<file path="config.mk">
export PLATFORM = sky130hd
export DESIGN_NAME = atrf_adc_trigger_result
export DESIGN_NICKNAME = d
export VERILOG_FILES = /design/src/verilog/atrf_pkg.sv /design/src/verilog/atrf_adc_trigger_result.sv /design/src/verilog/atrf_edge_sync.sv
export SDC_FILE = /design/constraint.sdc
export NUM_CORES = 1
export LEC_CHECK = 0
export BUFFER_PORTS_ARGS = -buffer_cell sky130_fd_sc_hd__buf_2
export CAP_MARGIN = 20
export CELL_PAD_IN_SITES_DETAIL_PLACEMENT = 2
export CELL_PAD_IN_SITES_GLOBAL_PLACEMENT = 2
export CORE_UTILIZATION = 23
export CTS_CLUSTER_SIZE = 12
export DETAILED_ROUTE_END_ITERATION = 8
export HOLD_SLACK_MARGIN = 0.05
export PLACE_DENSITY = 0.59
export SLEW_MARGIN = 20
export SYNTH_ARGS = -nofsm -noshare
export SYNTH_HDL_FRONTEND = slang
export SYNTH_SLANG_ARGS = --single-unit
</file>
<file path="constraint.sdc">
create_clock -name mclk -period 2.3 [get_ports mclk]
set_input_delay 0.115 -clock mclk [delete_from_list [all_inputs] [get_ports mclk]]
set_output_delay 0.115 -clock mclk [all_outputs]
set_load 0.05 [all_outputs]
</file>
<file path="src/verilog/atrf_pkg.sv">
// Constants for the converter trigger and result formatting block.
// Assumes a 32-bit APB with one aligned word per register.
package atrf_pkg;

    // Register byte offsets
    localparam logic [7:0] OFF_TRIG_CTRL   = 8'h00;
    localparam logic [7:0] OFF_RESULT_HIGH = 8'h04;
    localparam logic [7:0] OFF_RESULT_LOW  = 8'h08;
    localparam logic [7:0] OFF_CONV_CTRL   = 8'h0C;
    localparam logic [7:0] OFF_IRQ_STATUS  = 8'h10;
    localparam logic [7:0] OFF_IRQ_MASK    = 8'h14;

    // Trigger source field of the trigger control register
    localparam int         TRIG_SEL_LSB    = 4;
    localparam int         TRIG_SEL_W      = 4;
    localparam logic [3:0] TRIG_NONE       = 4'h0;
    localparam logic [3:0] TRIG_LAST_VALID = 4'hD;
    localparam logic [3:0] TRIG_SEL_RESET  = 4'h0;

    // Conversion control register fields
    localparam int         CONV_BUSY_BIT    = 0;
    localparam int         CONV_JUSTIFY_BIT = 7;
    localparam logic       JUSTIFY_RESET    = 1'b0;

    // Interrupt status and mask fields
    localparam int         IRQ_DONE_BIT   = 0;
    localparam int         IRQ_TRIG_BIT   = 1;
    localparam int         IRQ_W          = 2;
    localparam logic [1:0] IRQ_RESET      = 2'h0;

    // Result layout
    localparam int         RESULT_W       = 10;

    // Trigger synchroniser depth
    localparam int         SYNC_STAGES    = 2;

endpackage
</file>
<file path="src/verilog/atrf_adc_trigger_result.sv">
// Trigger selection, conversion flag and result formatting for a 10-bit converter.
// Assumes the analog converter answers convStart with a one-cycle convDone and
// valid conversionResult on the same clock; trigger sources may be asynchronous.
// Software owns the acquisition wait before any start; nothing here times it.
`timescale 1ns/100ps

module atrf_adc_trigger_result #(
    parameter int ADDR_W = 8
) (
    // Clock and reset
    input  wire logic              mclk,
    input  wire logic              sys_rst,
    // APB slave
    input  wire logic              psel,
    input  wire logic              penable,
    input  wire logic              pwrite,
    input  wire logic [ADDR_W-1:0] paddr,
    input  wire logic [31:0]       pwdata,
    output logic [31:0]            prdata,
    output logic                   pready,
    output logic                   pslverr,
    // Trigger sources
    input  wire logic              captureUnitOne,
    input  wire logic              captureUnitTwo,
    input  wire logic              timerZeroRollover,
    input  wire logic              timerOneRollover,
    input  wire logic              timerTwoPeriodHit,
    input  wire logic              comparatorOneSyncedOut,
    input  wire logic              comparatorTwoSyncedOut,
    input  wire logic              logicCellOneOutput,
    input  wire logic              logicCellTwoOutput,
    input  wire logic              logicCellThreeOutput,
    input  wire logic              logicCellFourOutput,
    input  wire logic              timerFourPeriodHit,
    input  wire logic              timerSixPeriodHit,
    // Converter core
    output logic                   convStart,
    input  wire logic              convDone,
    input  wire logic [9:0]        conversionResult,
    // Interrupt
    output logic                   irq
);

    // One slot per select code, dead codes included, so the mux index never runs off the end
    localparam int SRC_N = 2 ** atrf_pkg::TRIG_SEL_W;

    // Register state
    logic [3:0]             triggerSourceSelect;
    logic                   resultJustifySelect;
    logic                   convBusy;
    logic [7:0]             resultHighByte;
    logic [7:0]             resultLowByte;
    logic [1:0]             irqStatus;
    logic [1:0]             irqMask;

    // Bus decode
    logic                   setupPhase;
    logic                   writeTaken;
    logic [7:0]             regAddr;
    logic                   addrHit;
    logic [31:0]            next_prdata;

    // Trigger path
    logic [SRC_N-1:0]       sourceVec;
    logic [SRC_N-1:0]       risePulseVec;
    logic                   trigPulse;
    logic                   swGo;
    logic                   startReq;
    logic                   busyClears;
    logic                   resultLoad;
    logic                   swHighWrite;
    logic                   swLowWrite;
    logic [7:0]             next_resultHigh;
    logic [7:0]             next_resultLow;
    logic [1:0]             irqEvents;

    assign regAddr    = 8'(paddr);
    assign setupPhase = psel & ~penable;
    assign writeTaken = psel & penable & pwrite & pready;

    // Source table indexed by the select code; codes 0, 14 and 15 give a dead line
    assign sourceVec = {
        1'b0,                      // 15 reserved
        1'b0,                      // 14 reserved
        timerSixPeriodHit,         // 13
        timerFourPeriodHit,        // 12
        logicCellFourOutput,       // 11
        logicCellThreeOutput,      // 10
        logicCellTwoOutput,        // 9
        logicCellOneOutput,        // 8
        comparatorTwoSyncedOut,    // 7
        comparatorOneSyncedOut,    // 6
        timerTwoPeriodHit,         // 5
        timerOneRollover,          // 4
        timerZeroRollover,         // 3
        captureUnitTwo,            // 2
        captureUnitOne,            // 1
        1'b0                       // 0 no trigger
    };

    // Each line is synchronised and edge-detected on its own, ahead of the select mux:
    // the mux never sees an asynchronous level, and a select change while a source
    // sits high cannot fake an edge. The three dead codes cost three idle synchronisers that fold away.
    generate
        for (genvar i = 0; i < SRC_N; i++) begin : g_src
            atrf_edge_sync #(
                .STAGES (atrf_pkg::SYNC_STAGES)
            ) atrf_edge_sync_inst (
                .mclk      (mclk),
                .sys_rst   (sys_rst),
                .din       (sourceVec[i]),
                .risePulse (risePulseVec[i])
            );
        end
    endgenerate

    // Rollover lines are only observed here, never consumed, so their timers keep flagging
    // Status and start both see the selected pulse; starts while busy, outside the convDone cycle, are dropped later
    assign trigPulse = risePulseVec[triggerSourceSelect];

    // Trigger control register
    always_ff @(posedge mclk or posedge sys_rst) begin
        if (sys_rst) begin
            triggerSourceSelect <= atrf_pkg::TRIG_SEL_RESET;
        end else if (writeTaken && regAddr == atrf_pkg::OFF_TRIG_CTRL) begin
            triggerSourceSelect <= pwdata[atrf_pkg::TRIG_SEL_LSB +: atrf_pkg::TRIG_SEL_W];
        end
    end

    // Justify select lives in the conversion control register
    always_ff @(posedge mclk or posedge sys_rst) begin
        if (sys_rst) begin
            resultJustifySelect <= atrf_pkg::JUSTIFY_RESET;
        end else if (writeTaken && regAddr == atrf_pkg::OFF_CONV_CTRL) begin
            resultJustifySelect <= pwdata[atrf_pkg::CONV_JUSTIFY_BIT];
        end
    end

    // Conversion-in-progress flag
    assign swGo       = writeTaken && regAddr == atrf_pkg::OFF_CONV_CTRL && pwdata[atrf_pkg::CONV_BUSY_BIT];
    assign startReq   = trigPulse | swGo;
    assign busyClears = convBusy & convDone;
    assign resultLoad = busyClears;

    // A start in the completion cycle wins and begins the next conversion
    always_ff @(posedge mclk or posedge sys_rst) begin
        if (sys_rst) begin
            convBusy <= 1'b0;
        end else if (startReq && (!convBusy || convDone)) begin
            convBusy <= 1'b1;
        end else if (busyClears) begin
            convBusy <= 1'b0;
        end
    end

    // Starts while busy are dropped unless convDone comes in the same cycle: the core cannot take a second request
    always_ff @(posedge mclk or posedge sys_rst) begin
        if (sys_rst) begin
            convStart <= 1'b0;
        end else begin
            convStart <= startReq & (~convBusy | convDone);
        end
    end

    // Result formatting
    always_comb begin
        if (resultJustifySelect) begin
            next_resultHigh = {6'h00, conversionResult[9:8]};
            next_resultLow  = conversionResult[7:0];
        end else begin
            next_resultHigh = conversionResult[9:2];
            next_resultLow  = {conversionResult[1:0], 6'h00};
        end
    end

    assign swHighWrite = writeTaken && regAddr == atrf_pkg::OFF_RESULT_HIGH;
    assign swLowWrite  = writeTaken && regAddr == atrf_pkg::OFF_RESULT_LOW;

    // Unknown after power-up; a read before the first load or write returns garbage
    // No reset: contents survive sys_rst; hardware load beats a software write
    always_ff @(posedge mclk) begin
        if (resultLoad) begin
            resultHighByte <= next_resultHigh;
        end else if (swHighWrite) begin
            resultHighByte <= pwdata[7:0];
        end
    end

    always_ff @(posedge mclk) begin
        if (resultLoad) begin
            resultLowByte <= next_resultLow;
        end else if (swLowWrite) begin
            resultLowByte <= pwdata[7:0];
        end
    end

    assign irqEvents = {trigPulse, resultLoad};

    // Interrupt status: write one to clear, a new event in the same cycle wins
    always_ff @(posedge mclk or posedge sys_rst) begin
        if (sys_rst) begin
            irqStatus <= atrf_pkg::IRQ_RESET;
        end else begin
            if (writeTaken && regAddr == atrf_pkg::OFF_IRQ_STATUS) begin
                irqStatus <= (irqStatus & ~pwdata[atrf_pkg::IRQ_W-1:0]) | irqEvents;
            end else begin
                irqStatus <= irqStatus | irqEvents;
            end
        end
    end

    always_ff @(posedge mclk or posedge sys_rst) begin
        if (sys_rst) begin
            irqMask <= atrf_pkg::IRQ_RESET;
        end else if (writeTaken && regAddr == atrf_pkg::OFF_IRQ_MASK) begin
            irqMask <= pwdata[atrf_pkg::IRQ_W-1:0];
        end
    end

    always_ff @(posedge mclk or posedge sys_rst) begin
        if (sys_rst) begin
            irq <= 1'b0;
        end else begin
            irq <= |(irqStatus & irqMask);
        end
    end

    // Read mux, sampled in the setup phase
    always_comb begin
        next_prdata = 32'h0000_0000;
        addrHit     = 1'b1;
        case (regAddr)
            atrf_pkg::OFF_TRIG_CTRL: begin
                next_prdata[7:0] = {triggerSourceSelect, 4'h0};
            end
            atrf_pkg::OFF_RESULT_HIGH: begin
                next_prdata[7:0] = resultHighByte;
            end
            atrf_pkg::OFF_RESULT_LOW: begin
                next_prdata[7:0] = resultLowByte;
            end
            atrf_pkg::OFF_CONV_CTRL: begin
                next_prdata[atrf_pkg::CONV_JUSTIFY_BIT] = resultJustifySelect;
                next_prdata[atrf_pkg::CONV_BUSY_BIT]    = convBusy;
            end
            atrf_pkg::OFF_IRQ_STATUS: begin
                next_prdata[atrf_pkg::IRQ_W-1:0] = irqStatus;
            end
            atrf_pkg::OFF_IRQ_MASK: begin
                next_prdata[atrf_pkg::IRQ_W-1:0] = irqMask;
            end
            default: begin
                addrHit = 1'b0;
            end
        endcase
    end

    // One access cycle: ready rises for the cycle after setup only
    always_ff @(posedge mclk or posedge sys_rst) begin
        if (sys_rst) begin
            pready <= 1'b0;
        end else begin
            pready <= setupPhase;
        end
    end

    always_ff @(posedge mclk or posedge sys_rst) begin
        if (sys_rst) begin
            pslverr <= 1'b0;
        end else if (setupPhase) begin
            pslverr <= ~addrHit;
        end else begin
            pslverr <= 1'b0;
        end
    end

    always_ff @(posedge mclk or posedge sys_rst) begin
        if (sys_rst) begin
            prdata <= 32'h0000_0000;
        end else if (setupPhase && !pwrite) begin
            prdata <= next_prdata;
        end
    end

endmodule

</file>
<file path="src/verilog/atrf_edge_sync.sv">
// Synchroniser plus rising-edge detector for one trigger line.
// Assumes the input may change at any time relative to the clock.
`timescale 1ns/100ps

module atrf_edge_sync #(
    parameter int STAGES = 2
) (
    // Clock and reset
    input  wire logic mclk,
    input  wire logic sys_rst,
    // Raw and detected
    input  wire logic din,
    output logic      risePulse
);

    logic [STAGES-1:0] syncChain;
    logic              prevLevel;

    // First stage feeds only the next stage
    always_ff @(posedge mclk or posedge sys_rst) begin
        if (sys_rst) begin
            syncChain <= '0;
        end else begin
            syncChain <= {syncChain[STAGES-2:0], din};
        end
    end

    always_ff @(posedge mclk or posedge sys_rst) begin
        if (sys_rst) begin
            prevLevel <= 1'b0;
        end else begin
            prevLevel <= syncChain[STAGES-1];
        end
    end

    // One cycle per low-to-high change; a steady high gives nothing
    assign risePulse = syncChain[STAGES-1] & ~prevLevel;

endmodule

</file>
After elaboration in Yosys (flattened, before gate mapping)
Cells that the tools add are included.
{ "totals": {"register_bits": 77, "inputBits": 69, "word_cells": 121} }
{ "classes": {"magnitude_cmp": 1, "n_eq_ne": 5, "n_mux": 17, "n_bitwise": 42, "n_reduce_logical": 18} }
{ "op_table": {"columns": ["cell", "n"], "rows": [
  ["2-to-1 mux 8 bit", 6],
  ["bitwise AND 1 bit", 19],
  ["== test 8 x 4 -> 1 bit, second input constant", 2],
  ["== test 8 x 5 -> 1 bit, second input constant", 2],
  ["NOT 1 bit", 16],
  ["one-hot mux 5 bit (3 select lines)", 1],
  ["logical AND 1 bit", 9],
  ["== test 8 x 3 -> 1 bit, second input constant", 1],
  ["logical NOT 8 bit", 1],
  ["one-hot mux 1 bit (4 select lines)", 2],
  ["nonzero test 2 bit", 3],
  ["OR reduction 6 bit", 1],
  ["less-than comparator 4 x 5 -> 1 bit, second input constant", 1],
  ["2-to-1 mux 1 bit", 5],
  ["one-hot mux 1 bit (5 select lines)", 1],
  ["bitwise AND 2 bit", 2],
  ["binary-select mux 1 bit (select 4 bit)", 1],
  ["OR 2 bit", 2],
  ["logical NOT 1 bit", 2],
  ["2-to-1 mux 2 bit", 1],
  ["NOT 2 bit", 1],
  ["OR 1 bit", 2],
  ["OR reduction 2 bit", 1],
  ["logical OR 1 bit", 1]
]} }

Depth between registers and ports, before layout
{ "depth": {"depth_word": 8, "mapped_depth": 6, "mapped_depth_nobuf": 5} }

Cells and area by module
Synthesis repeated with hierarchy kept, for this count alone.
{ "unflattened": {"cells_unflattened": 269, "area_unflattened_um2": 3616.0} }
{ "by_module_without_submodules": {"columns": ["module", "n_inst", "cells_each", "area_per_inst_um2", "seq_area_each_um2"], "rows": [
  ["atrf_adc_trigger_result", 1, 189, 2134.5, 1031.0],
  ["atrf_edge_sync", 16, 5, 92.6, 75.1]
]} }

Worst setup path before layout
Ideal clock, no wire load.
{ "synth_path": {"path_type": "reg-to-reg", "from": "register pready", "to": "register resultHighByte[0], enable pin", "arrival_time_ps": 1792, "t_required_ps": 1916, "path_slack_ps": 124, "stages_incl_launch_ff": 5, "synth_period_minus_slack_ps": 2176, "path_cell_list": "dfrtp_1 nand4_1 nor2_1 nand2_1 o21ai_0"} }
{ "synth_via": {"elab_chain_len": 3} }
{ "synth_rtl": {"columns": ["element", "line_no", "text"], "rows": [
  ["start: declaration", "atrf_adc_trigger_result.sv:20", "output logic pready,"],
  ["start signal: assignment", "atrf_adc_trigger_result.sv:263", "pready <= setupPhase;"],
  ["bitwise AND 1 bit", "atrf_adc_trigger_result.sv:79", "assign writeTaken = psel & penable & pwrite & pready;"],
  ["logical AND 1 bit", "atrf_adc_trigger_result.sv:176", "assign swHighWrite = writeTaken && regAddr == atrf_pkg::OFF_RESULT_HIGH;"],
  ["nonzero test 2 bit (no source line)", null, null],
  ["end signal: assignment", "atrf_adc_trigger_result.sv:183", "resultHighByte <= next_resultHigh;"],
  ["end signal: assignment", "atrf_adc_trigger_result.sv:185", "resultHighByte <= pwdata[7:0];"],
  ["end: declaration", "atrf_adc_trigger_result.sv:51", "logic [7:0] resultHighByte;"]
]} }
Every way passes these cells.
A chain may end at the register's enable or synchronous reset.

Worst setup path after layout
{ "layout_path": {"from": "register triggerSourceSelect[0]", "to": "register convStart"} }
{ "layout_via": {"elab_chain_len": 4} }
{ "layout_rtl": {"columns": ["element", "line_no", "text"], "rows": [
  ["start: declaration", "atrf_adc_trigger_result.sv:48", "logic [3:0] triggerSourceSelect;"],
  ["start signal: assignment", "atrf_adc_trigger_result.sv:124", "triggerSourceSelect <= atrf_pkg::TRIG_SEL_RESET;"],
  ["start signal: assignment", "atrf_adc_trigger_result.sv:126", "triggerSourceSelect <= pwdata[atrf_pkg::TRIG_SEL_LSB +: atrf_pkg::TRIG_SEL_W];"],
  ["binary-select mux 1 bit (select 4 bit)", "atrf_adc_trigger_result.sv:119", "assign trigPulse = risePulseVec[triggerSourceSelect];"],
  ["2-to-1 mux 1 bit (implied by the code)", "atrf_adc_trigger_result.sv:119", null],
  ["OR 1 bit", "atrf_adc_trigger_result.sv:141", "assign startReq = trigPulse | swGo;"],
  ["bitwise AND 1 bit", "atrf_adc_trigger_result.sv:161", "convStart <= startReq & (~convBusy | convDone);"],
  ["end signal: assignment", "atrf_adc_trigger_result.sv:161", null],
  ["end: declaration", "atrf_adc_trigger_result.sv:37", "output logic convStart,"]
]} }
Every way passes these cells. The select of a mux whose other input is x is not followed.

==> results.sh <==
export IMPL_cp_arrival_ps=1940
export IMPL_final_cells=512
export IMPL_finalCriticalPeriod_ps=1710
export IMPL_cts_resized=0
export IMPL_wire_per_inst_um=15.0
export IMPL_die_h_um=120
export IMPL_routed_wl_um=7700
export IMPL_rsz0062_at_grt="false"
export IMPL_syn_avg_cell_area_sq_um=12.8
export IMPL_grt_max_degree=28
export IMPL_synth_mux_area_fraction_pct=6.52
export IMPL_maxCapViolCount=0
export IMPL_io_pins=105
export IMPL_met1_length_um=3510
export IMPL_cp_start_kind="flip-flop"
export IMPL_synth_warnings=0
export IMPL_final_cell_mix="61 x dfrtp_1, 56 x buf_2, 24 x conb_1, 23 x nand2_1, 18 x dlygate4sd3_1"
export IMPL_synthToLayoutAreaGrowth_pct=27.1
export IMPL_overflow=0
export IMPL_worstPathRequired_ps=2530
export IMPL_die_area_sq_um=14500
export IMPL_fin_ws_ps=585
export IMPL_hold_start="pwdata[7]"
export IMPL_cpPeakStageDelay_ps=550
export IMPL_grt_pass1_wl_um=12300
export IMPL_syn_inst=252
export IMPL_port_buffers=56
export IMPL_firstDrtPassIters=4
export IMPL_cts_tree="yes"
export IMPL_grt_antenna_before_repair=0
export IMPL_synth_seq_cells=77
export IMPL_drt_vias_per_instance=4.15
export IMPL_clock_fmax_mhz=583
export IMPL_worstSetupEndpointType="flip-flop"
export IMPL_dp_cells=479
export IMPL_yosysUniqueCellTypes=46
export IMPL_cts_buffers=9
export IMPL_final_common_cell="dfrtp_1"
export IMPL_synth_compound_area_share_pct=12.2
export IMPL_diodes=0
export IMPL_cts_path_max_buffers=2
export IMPL_drv_slew=0
export IMPL_slowest_stage="dfrtp_1"
export IMPL_synth_async_sr_flop_share_pct=79.2
export IMPL_fin_crit_sh_pct=74.5
export IMPL_hold_violations=0
export IMPL_core_rowCount=42
export IMPL_startpoint="triggerSourceSelect[0]"
export IMPL_peakVddDrop_mv=0.376
export IMPL_dp_hpwl_um=5630
export IMPL_critPathKind="reg2reg"
export IMPL_outcome="completed"
export IMPL_drcViolationCount=0
export IMPL_coreArea_sq_um=13500
export IMPL_worstReg2RegStart="triggerSourceSelect[0]"
export IMPL_clkSlewWorstSetupHoldPaths_ps=60
export IMPL_setup_tns_ps=0
export IMPL_cts_htree_levels=3
export IMPL_hp_class="in2reg"
export IMPL_clock_sinks=77
export IMPL_initial_core_util_pct=24.0
export IMPL_grt_pass1_vias=2328
export IMPL_finalSetupViolations=0
export IMPL_synth_top_family_by_area="compound AO/OA/AOI/OAI gates"
export IMPL_nNetsFinal=401
export IMPL_postCtsSetupBuffers=0
export IMPL_gp_congestion=0.709
export IMPL_grtUsageTotal_pct=11.5
export IMPL_worst_pin_slew_ps=631
export IMPL_wl_met2_um=3790
export IMPL_ctsHoldBuffers=18
export IMPL_synth_cell_area_sq_um=3220
export IMPL_drtIter0Drc=70
export IMPL_vias=2126
export IMPL_drive_gt1_share_pct=28.3
export IMPL_critPathMaxFanout=12
export IMPL_clk_latency_ps=330
export IMPL_fin_util_pct=30.5
export IMPL_antenna_left=0
export IMPL_cts_root_buf="clkbuf_16"
export IMPL_synth_xor_area_share_pct=0
export IMPL_die_width_um=120
export IMPL_route_met3_wl_um=325
export IMPL_leakagePower_nw=1.82
export IMPL_synth_ff_type="dfrtp_1"
export IMPL_power_density_nw_per_um2=767
export IMPL_slew_headroom_pct=57.9
export IMPL_crit_chain="o32a_1 -> a211oi_1 -> o22ai_1 -> a21boi_0"
export IMPL_synthAdderAreaFrac_pct=0
export IMPL_pre_cts_ws_ps=311
export IMPL_synthSimpleGateAreaFrac_pct=10.7
export IMPL_fin_skew_ps=5.61
export IMPL_highest_layer="met4"
export IMPL_synth_edff_count=16
export IMPL_synth_yosys_seq_area_share_pct=62.3
metrics by stage:
step | total power, W | hold slack, ps | instance area, sq um
floorplan | 0.00167 | 146 | 3310
global placement | 0.00172 | 125 | 3620
detailed placement | 0.00173 | 124 | 3620
CTS | 0.00319 | 57.2 | 4100
global route | 0.00327 | 65.7 | 4100
finish | 0.00314 | 70.5 | 4100
cell families after synthesis:
logic type / after synthesis
other: 1
buffers and inverters: 41
flip-flops: 77
AND/OR/NAND/NOR: 62
AO/OA/AOI/OAI: 54
multiplexers: 17
metal layers:
layer | global-route usage, % | vias up
li1 | - | 1010
met1 | 14.5 | 1051
met2 | 18.9 | 57
met3 | 3.21 | 8
met4 | 3.94 | 0
met5 | 0 | -
path summary, 6_finish.rpt:
path,end,slack [ps],cells past startpoint
max in group asynchronous,triggerSourceSelect[0],1300,4
worst min register to register,g_src[4].atrf_edge_sync_inst.syncChain[1],350,0
worst max register to register,convStart,590,4
min in group asynchronous,irq,310,3
worst max-delay path,convStart,590,4
worst min-delay path,triggerSourceSelect[3],70,2
flip-flops by register name (all words and copies together) (netlist names), 2 cells and up:
name                                 flops
g_src.atrf_edge_sync_inst.prevLevel     13
irqMask                                  2
resultHighByte                           8
g_src.atrf_edge_sync_inst.syncChain     26
resultLowByte                            8
prdata                                   8
triggerSourceSelect                      4
irqStatus                                2
cells in the mapped netlist (all sizes together) (2+ instances only):
cell type	number	area, sq um
dfrtp	61	1530
a21oi	6	30.0
nand3	4	25.0
and3	2	13.8
inv	6	22.5
nand4	2	12.5
o31ai	4	30.0
nor2	11	48.8
o21ai	17	85.1
a22o	13	114
mux2i	9	90.1
nor3b	2	15.0
clkbuf	7	36.3
edfxtp	16	480
mux2	7	97.6
a22oi	2	15.0
a211oi	2	15.0
nand2b	7	43.8
buf	28	206
nor2b	5	31.3
nand2	23	86.3
cell type report:
| cell class | count | area, sq um |
|---|---|---|
| Clock buffer | 9 | 225 |
| Clock inverter | 6 | 72.6 |
| Fill cell | 1492 | 9360 |
| Inverter | 6 | 22.5 |
| Multi-Input combinational cell | 157 | 1040 |
| Sequential cell | 77 | 2010 |
| Tap cell | 176 | 220 |
| Timing Repair Buffer | 81 | 513 |
power breakdown:
part	internal (W)	leakage (nW)	switching, W
Clock	0.000845	0.142	0.000572
Sequential	0.00143	0.895	0.0000166
Combinational	0.0000851	0.778	0.000189
worst max-delay path: cells and delay by family (launching register included):
| family | cells | cell delay, ps |
|---|---|---|
| compound gates | 4 | 1050 |
| flops | 1 | 550 |
(Power assumes the default switching activity.)
